## config.mk

```make
export PLATFORM = sky130hd
export DESIGN_NAME = tpc_timer
export DESIGN_NICKNAME = d
export VERILOG_FILES = /design/src/tpc_pkg.sv /design/src/tpc_pin_if.sv /design/src/tpc_timer.sv /design/src/tpc_pin_route.sv
export VERILOG_INCLUDE_DIRS = /design/src
export SDC_FILE = /design/constraint.sdc
export NUM_CORES = 1
export LEC_CHECK = 0
export BUFFER_PORTS_ARGS = -buffer_cell sky130_fd_sc_hd__buf_2
export CAP_MARGIN = 5
export CORE_UTILIZATION = 44
export CTS_CLUSTER_DIAMETER = 60
export DETAILED_ROUTE_END_ITERATION = 10
export SLEW_MARGIN = 10
export SYNTH_ARGS = -nofsm -noshare
export SYNTH_HDL_FRONTEND = slang
export SYNTH_SLANG_ARGS = --single-unit
```

## constraint.sdc

```tcl
create_clock -name clk_sys -period 7.3 [get_ports clk_sys]
set_clock_uncertainty 0.1 [all_clocks]
set_input_delay 1.46 -clock clk_sys [delete_from_list [all_inputs] [get_ports clk_sys]]
set_output_delay 1.46 -clock clk_sys [all_outputs]
set_load 0.03 [all_outputs]
```

## src/tpc_defs.svh

```systemverilog
/*
 * Register offsets, field positions, reset values and codes of the timer/PWM unit.
 * Assumes a 32-bit Avalon-MM slave with byte addresses; each register sits in the low byte.
 */
`ifndef TPC_DEFS_SVH
`define TPC_DEFS_SVH

`define TPC_A_TSC 8'h00
`define TPC_A_CNTH 8'h04
`define TPC_A_CNTL 8'h08
`define TPC_A_MODH 8'h0c
`define TPC_A_MODL 8'h10
`define TPC_A_CSC 8'h14
`define TPC_A_CVH 8'h18
`define TPC_A_CVL 8'h1c
`define TPC_A_OPT 8'h20
`define TPC_A_GATE 8'h24

`define TPC_TSC_CLK_HI 4
`define TPC_TSC_CLK_LO 3
`define TPC_TSC_PS_HI 2
`define TPC_TSC_PS_LO 0
`define TPC_TSC_MASK 8'h1f
`define TPC_CSC_FLAG 7
`define TPC_CSC_MODE_HI 3
`define TPC_CSC_MODE_LO 2
`define TPC_CSC_EDGE_HI 1
`define TPC_CSC_EDGE_LO 0
`define TPC_CSC_MASK 8'h0f
`define TPC_OPT_ROUTE 0
`define TPC_OPT_POS 1
`define TPC_GATE_BIT 0

`define TPC_RST_BYTE 8'h00
`define TPC_RST_WORD 16'h0000
`define TPC_RST_OPT 2'h0
`define TPC_RST_GATE 1'b1
`define TPC_FREE_TOP 16'hffff
`define TPC_FREE_PRE 16'hfffe
`define TPC_ONE_WORD 16'h0001

`define TPC_CLK_OFF 2'h0
`define TPC_CLK_EXT 2'h3
`define TPC_MODE_IC 2'h0
`define TPC_MODE_OC 2'h1
`define TPC_EDGE_TOGGLE 2'h1
`define TPC_EDGE_CLEAR 2'h2
`define TPC_EDGE_SET 2'h3
`define TPC_BOTH 2'h3
`define TPC_HI 1
`define TPC_LO 0

`endif

```

## src/tpc_pkg.sv

```systemverilog
/*
 * Types shared by the timer/PWM unit.
 * Assumes tpc_defs.svh supplies the numeric constants.
 */
package tpc_pkg;
  typedef enum logic [1:0] {tpc_m_ic, tpc_m_oc, tpc_m_epwm} tpc_mode_type;
  typedef logic [15:0] tpc_word_type;
endpackage : tpc_pkg

```

## src/tpc_pin_if.sv

```systemverilog
/*
 * Carrier between the timer core and its pin routing.
 * Assumes both ends run on the same clock; all signals are levels.
 */
`timescale 1ns/100ps
interface tpc_pin_if;
  logic route_cmp;
  logic pos_alt;
  logic ch_out;
  logic ch_oe;
  logic cap_in;
  modport core (output route_cmp, output pos_alt, output ch_out, output ch_oe, input cap_in);
  modport route (input route_cmp, input pos_alt, input ch_out, input ch_oe, output cap_in);
endinterface : tpc_pin_if

```

## src/tpc_timer.sv

```systemverilog
/*
 * One-channel timer/PWM unit with byte-coherent 16-bit counter and channel value registers, an Avalon-MM slave.
 * Assumes inputs synchronous to clk_sys and a master that holds each request until waitrequest is low.
 */
`timescale 1ns/100ps
`include "tpc_defs.svh"
module tpc_timer
  import tpc_pkg::*;
#(
  parameter int PS_W = 7 // prescaler counter width
) (
  input wire logic clk_sys, // system clock
  input wire logic rst_b, // synchronous reset, active low
  input wire logic [7:0] avs_address, // byte address
  input wire logic avs_read, // read request
  input wire logic avs_write, // write request
  input wire logic [31:0] avs_writedata, // write data
  input wire logic [3:0] avs_byteenable, // byte lanes
  output logic [31:0] avs_readdata, // read data
  output logic avs_waitrequest, // stall
  input wire logic debug_halt, // debugger halt
  input wire logic analog_comparator_out, // comparator output
  input wire logic timer_ext_clock_pin, // external clock source
  input wire logic port_a_bit_zero_in, // pin level
  output logic port_a_bit_zero_out, // pin drive
  output logic port_a_bit_zero_oe, // pin enable
  input wire logic port_b_bit_five_in, // pin level
  output logic port_b_bit_five_out, // pin drive
  output logic port_b_bit_five_oe, // pin enable
  output logic timer_bus_clock_en // gate state
);
  generate
    if (PS_W < 7 || PS_W > 16) begin : g_bad_ps
      $error("prescaler width must be 7 to 16");
    end
  endgenerate

  ////////////////////////////////////////////////////////////////////////////
  logic gate_q, gate_d;
  logic [1:0] opt_q, opt_d;
  logic [7:0] tsc_q, tsc_d, csc_q, csc_d, rdata_q, rdata_d;
  tpc_word_type mod_q, mod_d, cnt_q, cnt_d, cv_q, cv_d, cvbuf_q, cvbuf_d;
  tpc_word_type clat_q, clat_d, vlat_q, vlat_d;
  logic [PS_W-1:0] pre_q, pre_d, ps_mask;
  logic [1:0] cvw_q, cvw_d, crd_q, crd_d, vrd_q, vrd_d;
  logic cvpend_q, cvpend_d, clat_v_q, clat_v_d, vlat_v_q, vlat_v_d;
  logic ack_q, ack_d, ext_q, ext_d, cap_q, cap_d, out_q, out_d;
  logic req, first, acc, wr, rd, src_ev, run, tick, pwm_pt, cap_ev, match;
  logic [1:0] clk_sel, edge_sel;
  tpc_mode_type mode;
  tpc_word_type top, pre_top, cnt_nx;
  tpc_pin_if pin ();

  tpc_pin_route u_route (
    .pin(pin.route),
    .cmp_out(analog_comparator_out),
    .pa_in(port_a_bit_zero_in),
    .pa_out(port_a_bit_zero_out),
    .pa_oe(port_a_bit_zero_oe),
    .pb_in(port_b_bit_five_in),
    .pb_out(port_b_bit_five_out),
    .pb_oe(port_b_bit_five_oe)
  );

  assign pin.route_cmp = opt_q[`TPC_OPT_ROUTE];
  assign pin.pos_alt = opt_q[`TPC_OPT_POS];
  assign pin.ch_out = out_q;
  assign pin.ch_oe = (mode != tpc_m_ic);
  assign timer_bus_clock_en = gate_q;

  ////////////////////////////////////////////////////////////////////////////
  // one wait state: read data are captured in the stall cycle, so they stand at the accepting edge
  assign req = avs_read | avs_write;
  assign first = req & ~ack_q;
  assign acc = req & ack_q;
  assign avs_waitrequest = first;
  assign avs_readdata = {24'h0, rdata_q};
  assign wr = acc & avs_write & avs_byteenable[0];
  assign rd = first & avs_read;

  assign clk_sel = tsc_q[`TPC_TSC_CLK_HI:`TPC_TSC_CLK_LO];
  assign edge_sel = csc_q[`TPC_CSC_EDGE_HI:`TPC_CSC_EDGE_LO];
  assign mode = (csc_q[`TPC_CSC_MODE_HI:`TPC_CSC_MODE_LO] == `TPC_MODE_IC) ? tpc_m_ic :
                (csc_q[`TPC_CSC_MODE_HI:`TPC_CSC_MODE_LO] == `TPC_MODE_OC) ? tpc_m_oc : tpc_m_epwm;
  assign ps_mask = PS_W'((32'h1 << tsc_q[`TPC_TSC_PS_HI:`TPC_TSC_PS_LO]) - 32'h1);
  // the external pin is sampled on clk_sys, so it must be slower than half the bus rate
  assign src_ev = (clk_sel == `TPC_CLK_OFF) ? 1'b0 :
                  (clk_sel == `TPC_CLK_EXT) ? (timer_ext_clock_pin & ~ext_q) : 1'b1;
  assign run = gate_q & ~debug_halt & src_ev;
  assign tick = run & (pre_q == ps_mask);
  assign top = (mod_q == `TPC_RST_WORD) ? `TPC_FREE_TOP : mod_q;
  assign pre_top = (mod_q == `TPC_RST_WORD) ? `TPC_FREE_PRE : mod_q - `TPC_ONE_WORD;
  assign cnt_nx = (cnt_q == top) ? `TPC_RST_WORD : cnt_q + `TPC_ONE_WORD;
  assign pwm_pt = tick & (cnt_q == pre_top);
  assign match = tick & (cnt_nx == cv_q);
  assign cap_ev = gate_q & ~debug_halt &
                  ((edge_sel[0] & pin.cap_in & ~cap_q) | (edge_sel[1] & ~pin.cap_in & cap_q));

  ////////////////////////////////////////////////////////////////////////////
  always_comb begin
    gate_d = gate_q;
    opt_d = opt_q;
    tsc_d = tsc_q;
    csc_d = csc_q;
    mod_d = mod_q;
    cnt_d = cnt_q;
    pre_d = pre_q;
    cv_d = cv_q;
    cvbuf_d = cvbuf_q;
    cvw_d = cvw_q;
    cvpend_d = cvpend_q;
    clat_d = clat_q;
    clat_v_d = clat_v_q;
    crd_d = crd_q;
    vlat_d = vlat_q;
    vlat_v_d = vlat_v_q;
    vrd_d = vrd_q;
    rdata_d = rdata_q;
    out_d = out_q;
    ack_d = first;
    ext_d = timer_ext_clock_pin;
    cap_d = pin.cap_in;

    if (run) begin
      pre_d = tick ? '0 : pre_q + PS_W'(1);
    end
    if (tick) begin
      cnt_d = cnt_nx;
    end

    // channel value transfer from the write buffer
    if (cvpend_q) begin
      if ((clk_sel == `TPC_CLK_OFF) || (mode == tpc_m_oc && tick) || (mode == tpc_m_epwm && pwm_pt)) begin
        cv_d = cvbuf_q;
        cvpend_d = 1'b0;
      end
    end
    if (mode == tpc_m_ic && cap_ev) begin
      cv_d = cnt_q;
      csc_d[`TPC_CSC_FLAG] = 1'b1;
    end
    if (mode == tpc_m_oc && match) begin
      csc_d[`TPC_CSC_FLAG] = 1'b1;
      out_d = (edge_sel == `TPC_EDGE_TOGGLE) ? ~out_q : (edge_sel == `TPC_EDGE_SET);
    end
    if (mode == tpc_m_epwm) begin
      out_d = (cnt_q < cv_q) ^ edge_sel[0];
    end

    // register writes
    if (wr) begin
      if (avs_address == `TPC_A_OPT) begin
        opt_d = avs_writedata[1:0];
      end else if (avs_address == `TPC_A_GATE) begin
        gate_d = avs_writedata[`TPC_GATE_BIT];
      end else if (!gate_q) begin
        // timer registers ignore writes while its clock is gated
      end else if (avs_address == `TPC_A_TSC) begin
        tsc_d = avs_writedata[7:0] & `TPC_TSC_MASK;
        cvw_d = 2'b00;
        if (debug_halt) begin
          clat_v_d = 1'b0;
          crd_d = 2'b00;
        end
      end else if (avs_address == `TPC_A_CNTH || avs_address == `TPC_A_CNTL) begin
        cnt_d = `TPC_RST_WORD;
        pre_d = '0;
        if (debug_halt) begin
          clat_v_d = 1'b0;
          crd_d = 2'b00;
        end
      end else if (avs_address == `TPC_A_MODH) begin
        mod_d[15:8] = avs_writedata[7:0];
      end else if (avs_address == `TPC_A_MODL) begin
        mod_d[7:0] = avs_writedata[7:0];
      end else if (avs_address == `TPC_A_CSC) begin
        csc_d[`TPC_CSC_MODE_HI:0] = avs_writedata[`TPC_CSC_MODE_HI:0];
        // writing 0 clears the flag, but a flag set in this cycle survives
        if (!avs_writedata[`TPC_CSC_FLAG] && !(mode == tpc_m_ic && cap_ev) && !(mode == tpc_m_oc && match)) begin
          csc_d[`TPC_CSC_FLAG] = 1'b0;
        end
        if (debug_halt) begin
          vlat_v_d = 1'b0;
          vrd_d = 2'b00;
        end
      end else if ((avs_address == `TPC_A_CVH || avs_address == `TPC_A_CVL) && mode != tpc_m_ic) begin
        // capture mode writes are dropped, software must not issue them
        if (avs_address == `TPC_A_CVH) begin
          cvbuf_d[15:8] = avs_writedata[7:0];
          cvw_d[`TPC_HI] = 1'b1;
        end else begin
          cvbuf_d[7:0] = avs_writedata[7:0];
          cvw_d[`TPC_LO] = 1'b1;
        end
        if (cvw_d == `TPC_BOTH) begin
          cvpend_d = 1'b1;
          cvw_d = 2'b00;
        end
      end
    end

    // register reads, taken in the stall cycle
    if (rd) begin
      rdata_d = `TPC_RST_BYTE;
      if (avs_address == `TPC_A_OPT) begin
        rdata_d = {6'h0, opt_q};
      end else if (avs_address == `TPC_A_GATE) begin
        rdata_d = {7'h0, gate_q};
      end else if (!gate_q) begin
        rdata_d = `TPC_RST_BYTE;
      end else if (avs_address == `TPC_A_TSC) begin
        rdata_d = tsc_q;
      end else if (avs_address == `TPC_A_CSC) begin
        rdata_d = csc_q;
      end else if (avs_address == `TPC_A_MODH) begin
        rdata_d = mod_q[15:8];
      end else if (avs_address == `TPC_A_MODL) begin
        rdata_d = mod_q[7:0];
      end else if (avs_address == `TPC_A_CNTH || avs_address == `TPC_A_CNTL) begin
        if (debug_halt) begin
          rdata_d = (avs_address == `TPC_A_CNTH) ? cnt_q[15:8] : cnt_q[7:0];
        end else begin
          clat_d = clat_v_q ? clat_q : cnt_q;
          rdata_d = (avs_address == `TPC_A_CNTH) ? clat_d[15:8] : clat_d[7:0];
          crd_d = crd_q | ((avs_address == `TPC_A_CNTH) ? 2'b10 : 2'b01);
          clat_v_d = (crd_d != `TPC_BOTH);
          crd_d = clat_v_d ? crd_d : 2'b00;
        end
      end else if (avs_address == `TPC_A_CVH || avs_address == `TPC_A_CVL) begin
        if (debug_halt) begin
          rdata_d = (avs_address == `TPC_A_CVH) ? cv_q[15:8] : cv_q[7:0];
        end else begin
          vlat_d = vlat_v_q ? vlat_q : cv_q;
          rdata_d = (avs_address == `TPC_A_CVH) ? vlat_d[15:8] : vlat_d[7:0];
          vrd_d = vrd_q | ((avs_address == `TPC_A_CVH) ? 2'b10 : 2'b01);
          vlat_v_d = (vrd_d != `TPC_BOTH);
          vrd_d = vlat_v_d ? vrd_d : 2'b00;
        end
      end
    end
  end

  always_ff @(posedge clk_sys) begin
    if (!rst_b) begin
      gate_q <= `TPC_RST_GATE;
      opt_q <= `TPC_RST_OPT;
      tsc_q <= `TPC_RST_BYTE;
      csc_q <= `TPC_RST_BYTE;
      rdata_q <= `TPC_RST_BYTE;
      mod_q <= `TPC_RST_WORD;
      cnt_q <= `TPC_RST_WORD;
      cv_q <= `TPC_RST_WORD;
      cvbuf_q <= `TPC_RST_WORD;
      clat_q <= `TPC_RST_WORD;
      vlat_q <= `TPC_RST_WORD;
      pre_q <= '0;
      cvw_q <= 2'b00;
      crd_q <= 2'b00;
      vrd_q <= 2'b00;
      cvpend_q <= 1'b0;
      clat_v_q <= 1'b0;
      vlat_v_q <= 1'b0;
      ack_q <= 1'b0;
      ext_q <= 1'b0;
      cap_q <= 1'b0;
      out_q <= 1'b0;
    end else begin
      gate_q <= gate_d;
      opt_q <= opt_d;
      tsc_q <= tsc_d;
      csc_q <= csc_d;
      rdata_q <= rdata_d;
      mod_q <= mod_d;
      cnt_q <= cnt_d;
      cv_q <= cv_d;
      cvbuf_q <= cvbuf_d;
      clat_q <= clat_d;
      vlat_q <= vlat_d;
      pre_q <= pre_d;
      cvw_q <= cvw_d;
      crd_q <= crd_d;
      vrd_q <= vrd_d;
      cvpend_q <= cvpend_d;
      clat_v_q <= clat_v_d;
      vlat_v_q <= vlat_v_d;
      ack_q <= ack_d;
      ext_q <= ext_d;
      cap_q <= cap_d;
      out_q <= out_d;
    end
  end
endmodule : tpc_timer

```

## src/tpc_pin_route.sv

```systemverilog
/*
 * Channel pin routing: comparator routing and pin position choice.
 * Assumes the pad logic resolves each pin from its output enable.
 */
`timescale 1ns/100ps
module tpc_pin_route (
  tpc_pin_if.route pin, // core side
  input wire logic cmp_out, // analog comparator output
  input wire logic pa_in, // port a bit zero level
  output logic pa_out, // port a bit zero drive
  output logic pa_oe, // port a bit zero enable
  input wire logic pb_in, // port b bit five level
  output logic pb_out, // port b bit five drive
  output logic pb_oe // port b bit five enable
);
  // routing overrides the channel configuration entirely
  assign pin.cap_in = pin.route_cmp ? cmp_out : (pin.pos_alt ? pb_in : pa_in);
  assign pa_out = pin.ch_out;
  assign pb_out = pin.ch_out;
  assign pa_oe = pin.ch_oe & ~pin.route_cmp & ~pin.pos_alt;
  assign pb_oe = pin.ch_oe & ~pin.route_cmp & pin.pos_alt;
endmodule : tpc_pin_route

```

==> impl_metrics.env <==
export IMPL_num_vias=7977
export IMPL_crit_required_ns=7.51
export IMPL_synth_flop_cell="dfxtp_1"
export IMPL_grt_pass1_vias=7284
export IMPL_crit_path_start_kind="primary input"
export IMPL_hold_buffers=0
export IMPL_worstSetupEndpointType="flop"
export IMPL_final_hold_violation_count=0
export IMPL_diodes=0
export IMPL_synthesis_instances=1101
export IMPL_mostFrequentLayoutCells="dfxtp_1 (137), nand2_1 (110), nor2_1 (76)"
export IMPL_final_setup_tns_ns=0
export IMPL_critPathKind="primary input to flop"
export IMPL_insertion_delay_ns=0.43
export IMPL_hold_depth=2
export IMPL_cpMostUsedCell="o211a_1"
export IMPL_rows=52
export IMPL_grt_usage=0.256
export IMPL_yosysUniqueCellTypes=75
export IMPL_cts_tree="done"
export IMPL_dp_hpwl_um=18900
export IMPL_ys_seq_area_frac=0.302
export IMPL_cap_violations=0
export IMPL_setup_viol_count_final=0
export IMPL_hold_class="flop to flop"
export IMPL_area_growth_pct=8.62
export IMPL_r2r_end="cv_q[0]"
export IMPL_nets=1156
export IMPL_num_io_pins=91
export IMPL_hp_start="vlat_q[7]"
export IMPL_critPathLaunch="debug_halt"
export IMPL_drt_pass1_iterations=5
export IMPL_fp_dieW_um=146
export IMPL_relSlewSlack=0.256
export IMPL_async_flop_share=0
export IMPL_synth_edff_count=0
export IMPL_cts_max_level=4
export IMPL_status="completed"
export IMPL_crit_buf_inv=2
export IMPL_tightest_slew_ns=1.11
export IMPL_io_buffers=39
export IMPL_via_per_inst=5.83
export IMPL_cp_slowest_cell="a21o_1"
export IMPL_regArea_mm2=0.00274
export IMPL_ctsResizeCount=0
export IMPL_multiInputGateArea_mm2=0.00581
export IMPL_ff2ff_path_depth=12
export IMPL_core_mm2=0.0202
export IMPL_syn_area_per_cell_um2=8.26
export IMPL_die_area_mm2=0.0212
export IMPL_yosys_register_bits=137
export IMPL_die_h_um=146
export IMPL_crit_path_max_incr_delay_ns=0.82
export IMPL_grt_max_degree=117
export IMPL_drc=0
export IMPL_grt_ovfl_total=0
export IMPL_ir_drop_v=0.000135
export IMPL_cp_cell_sequence="buf_2 -> nand2b_1 -> a211oi_1 -> o211a_1 -> nand3_1 -> buf_4 -> nor4_1 -> nand4_1 -> o21ai_1 -> a21o_1 -> nand2_1 -> o211a_1"
export IMPL_rsz0062_at_grt="no"
export IMPL_use_met1=0.363
export IMPL_cts_made_buffers=17
export IMPL_use_met2=0.391
export IMPL_wl_um=26700
export IMPL_cp_arrival_ns=5.25
export IMPL_p_leak_nw=3.67
export IMPL_rrSetupSlack_ns=2.96
export IMPL_final_common_cell="dfxtp_1"
export IMPL_drt_iter0_drc=638
export IMPL_ctsLongestPathBuffers=2
export IMPL_ys_warn_count=0
export IMPL_clkTransAtPathRegs_ns=0.06
export IMPL_pwr_density_cell_mw_per_mm2=172
export IMPL_grt_pass1_wl_um=41800
export IMPL_layout_drive_gt1_share=0.111
export IMPL_cp_max_fo=32
export IMPL_gp_congestion=0.888
export IMPL_wl_per_cell_um=19.5
export IMPL_stdcell_area_mm2=0.00987
export IMPL_min_to="vlat_q[7]"
export IMPL_antenna_found_initial=0
export IMPL_fillers=2022
export IMPL_placed_area_mm2=0.00929
export IMPL_fmax_mhz=199
export IMPL_drtAntennaViolNets=0
export IMPL_start_util=0.449
export IMPL_clkSinkCount=137
export IMPL_syn_cell_area_mm2=0.00909
export IMPL_busiest_layer="met2"
export IMPL_post_cts_buffers=0
export IMPL_cp_top_family="compound AO/OA/AOI/OAI gates"
export IMPL_root_buffer="clkbuf_16"
export IMPL_finalCriticalPeriod_ns=5.04
export IMPL_drv_slew=0
export IMPL_grt_util_met3=0.0423
export IMPL_period_share=0.690
export IMPL_r2r_start="mod_q[0]"
worst max-delay path by stage:
stage                       endpoint  slack [ns]  cells past startpoint
after global placement      cv_q[13]        1.97                     12
after detailed placement     cv_q[0]        1.94                     12
after floorplan           rdata_q[0]        3.26                     10
after CTS                   cv_q[11]        2.36                     12
after global routing        cv_q[10]        2.02                     12
final                        cv_q[0]        2.26                     12
through the flow:
stage	worst slack, ns	util	hold WS [ns]	instances	total power (W)
4_1_cts	2.36	0.488	0.359	1368	0.00171
3_3_place_gp	1.97	0.459	0.339	1336	0.000845
6_report	2.26	0.488	0.359	1368	0.00170
2_1_floorplan	3.26	-	0.332	1124	0.000829
5_1_grt	2.02	0.488	0.393	1368	0.00174
3_5_place_dp	1.94	0.459	0.350	1336	0.000845
report_power, final:
| group | total, W | switching [W] | leakage, nW | internal, W |
|---|---|---|---|---|
| registers | 0.000750 | 0.00000123 | 1.10 | 0.000749 |
| logic | 0.0000780 | 0.0000568 | 2.27 | 0.0000212 |
| clock network | 0.000867 | 0.000385 | 0.288 | 0.000482 |
| total | 0.00170 | 0.000443 | 3.67 | 0.00125 |
layer usage:
metal | wire length, um | vias to the layer above
li1 | - | 3844
met1 | 12500 | 3817
met2 | 11900 | 266
met3 | 1620 | 50
met4 | 660 | 0
met5 | 0 | -
layout make-up:
| type | instances | share of cell area |
|---|---|---|
| inverters | 30 | 0.0114 |
| clock buffers | 17 | 0.0431 |
| clock inverters | 15 | 0.0161 |
| repair buffers | 51 | 0.0289 |
| well taps | 270 | 0.0342 |
| multi-input cells | 848 | 0.589 |
| flip-flops and latches | 137 | 0.278 |
logic make-up after synthesis:
kind of cell    after synthesis  share of synthesized area
fa+ha+maj                    18                     0.0248
flops                       137                      0.302
xor+xnor                     49                     0.0518
mux                          90                      0.121
compound gates              235                      0.177
simple gates                432                      0.253
buf+inv                     139                     0.0702
other cells                   1                   0.000413
tightest hold or removal path, stage by stage, from the launching register on:
cell and delay (ns):
dfxtp_1 0.31, nand2_1 0.05, a21boi_1 0.05
sequential cells by signal, summed over array words and instances (netlist names), 5 cells and up:
register and cells:
clat_q 16, cnt_q 16, csc_q 5, cv_q 16
cvbuf_q 16, mod_q 16, pre_q 7, rdata_q 8
tsc_q 5, vlat_q 16
Yosys cell counts, types with 9 or more instances:
master / instances / area [um^2]
dfxtp_1: 137 / 2740
and3_1: 15 / 93.8
xnor2_1: 30 / 263
o21ai_0: 31 / 155
o211ai_1: 9 / 67.6
inv_1: 30 / 113
nand2_1: 110 / 413
nor3_1: 24 / 120
a21boi_0: 31 / 233
or3_1: 11 / 68.8
o21ai_1: 10 / 50.1
o211a_1: 17 / 170
nand2b_1: 11 / 68.8
mux4_2: 16 / 360
ha_1: 18 / 225
mux2i_1: 74 / 741
a31oi_1: 9 / 56.3
nor4_1: 11 / 68.8
nor2_1: 77 / 289
nand4_1: 13 / 81.3
a21o_1: 9 / 67.6
and2_1: 13 / 81.3
a21oi_1: 54 / 270
buf_4: 25 / 188
xor2_1: 16 / 140
nand3_1: 30 / 150
a22oi_1: 10 / 75.1
nor2b_1: 71 / 444
clkbuf_1: 72 / 270
No activity file was read; power rests on OpenSTA's default activity.
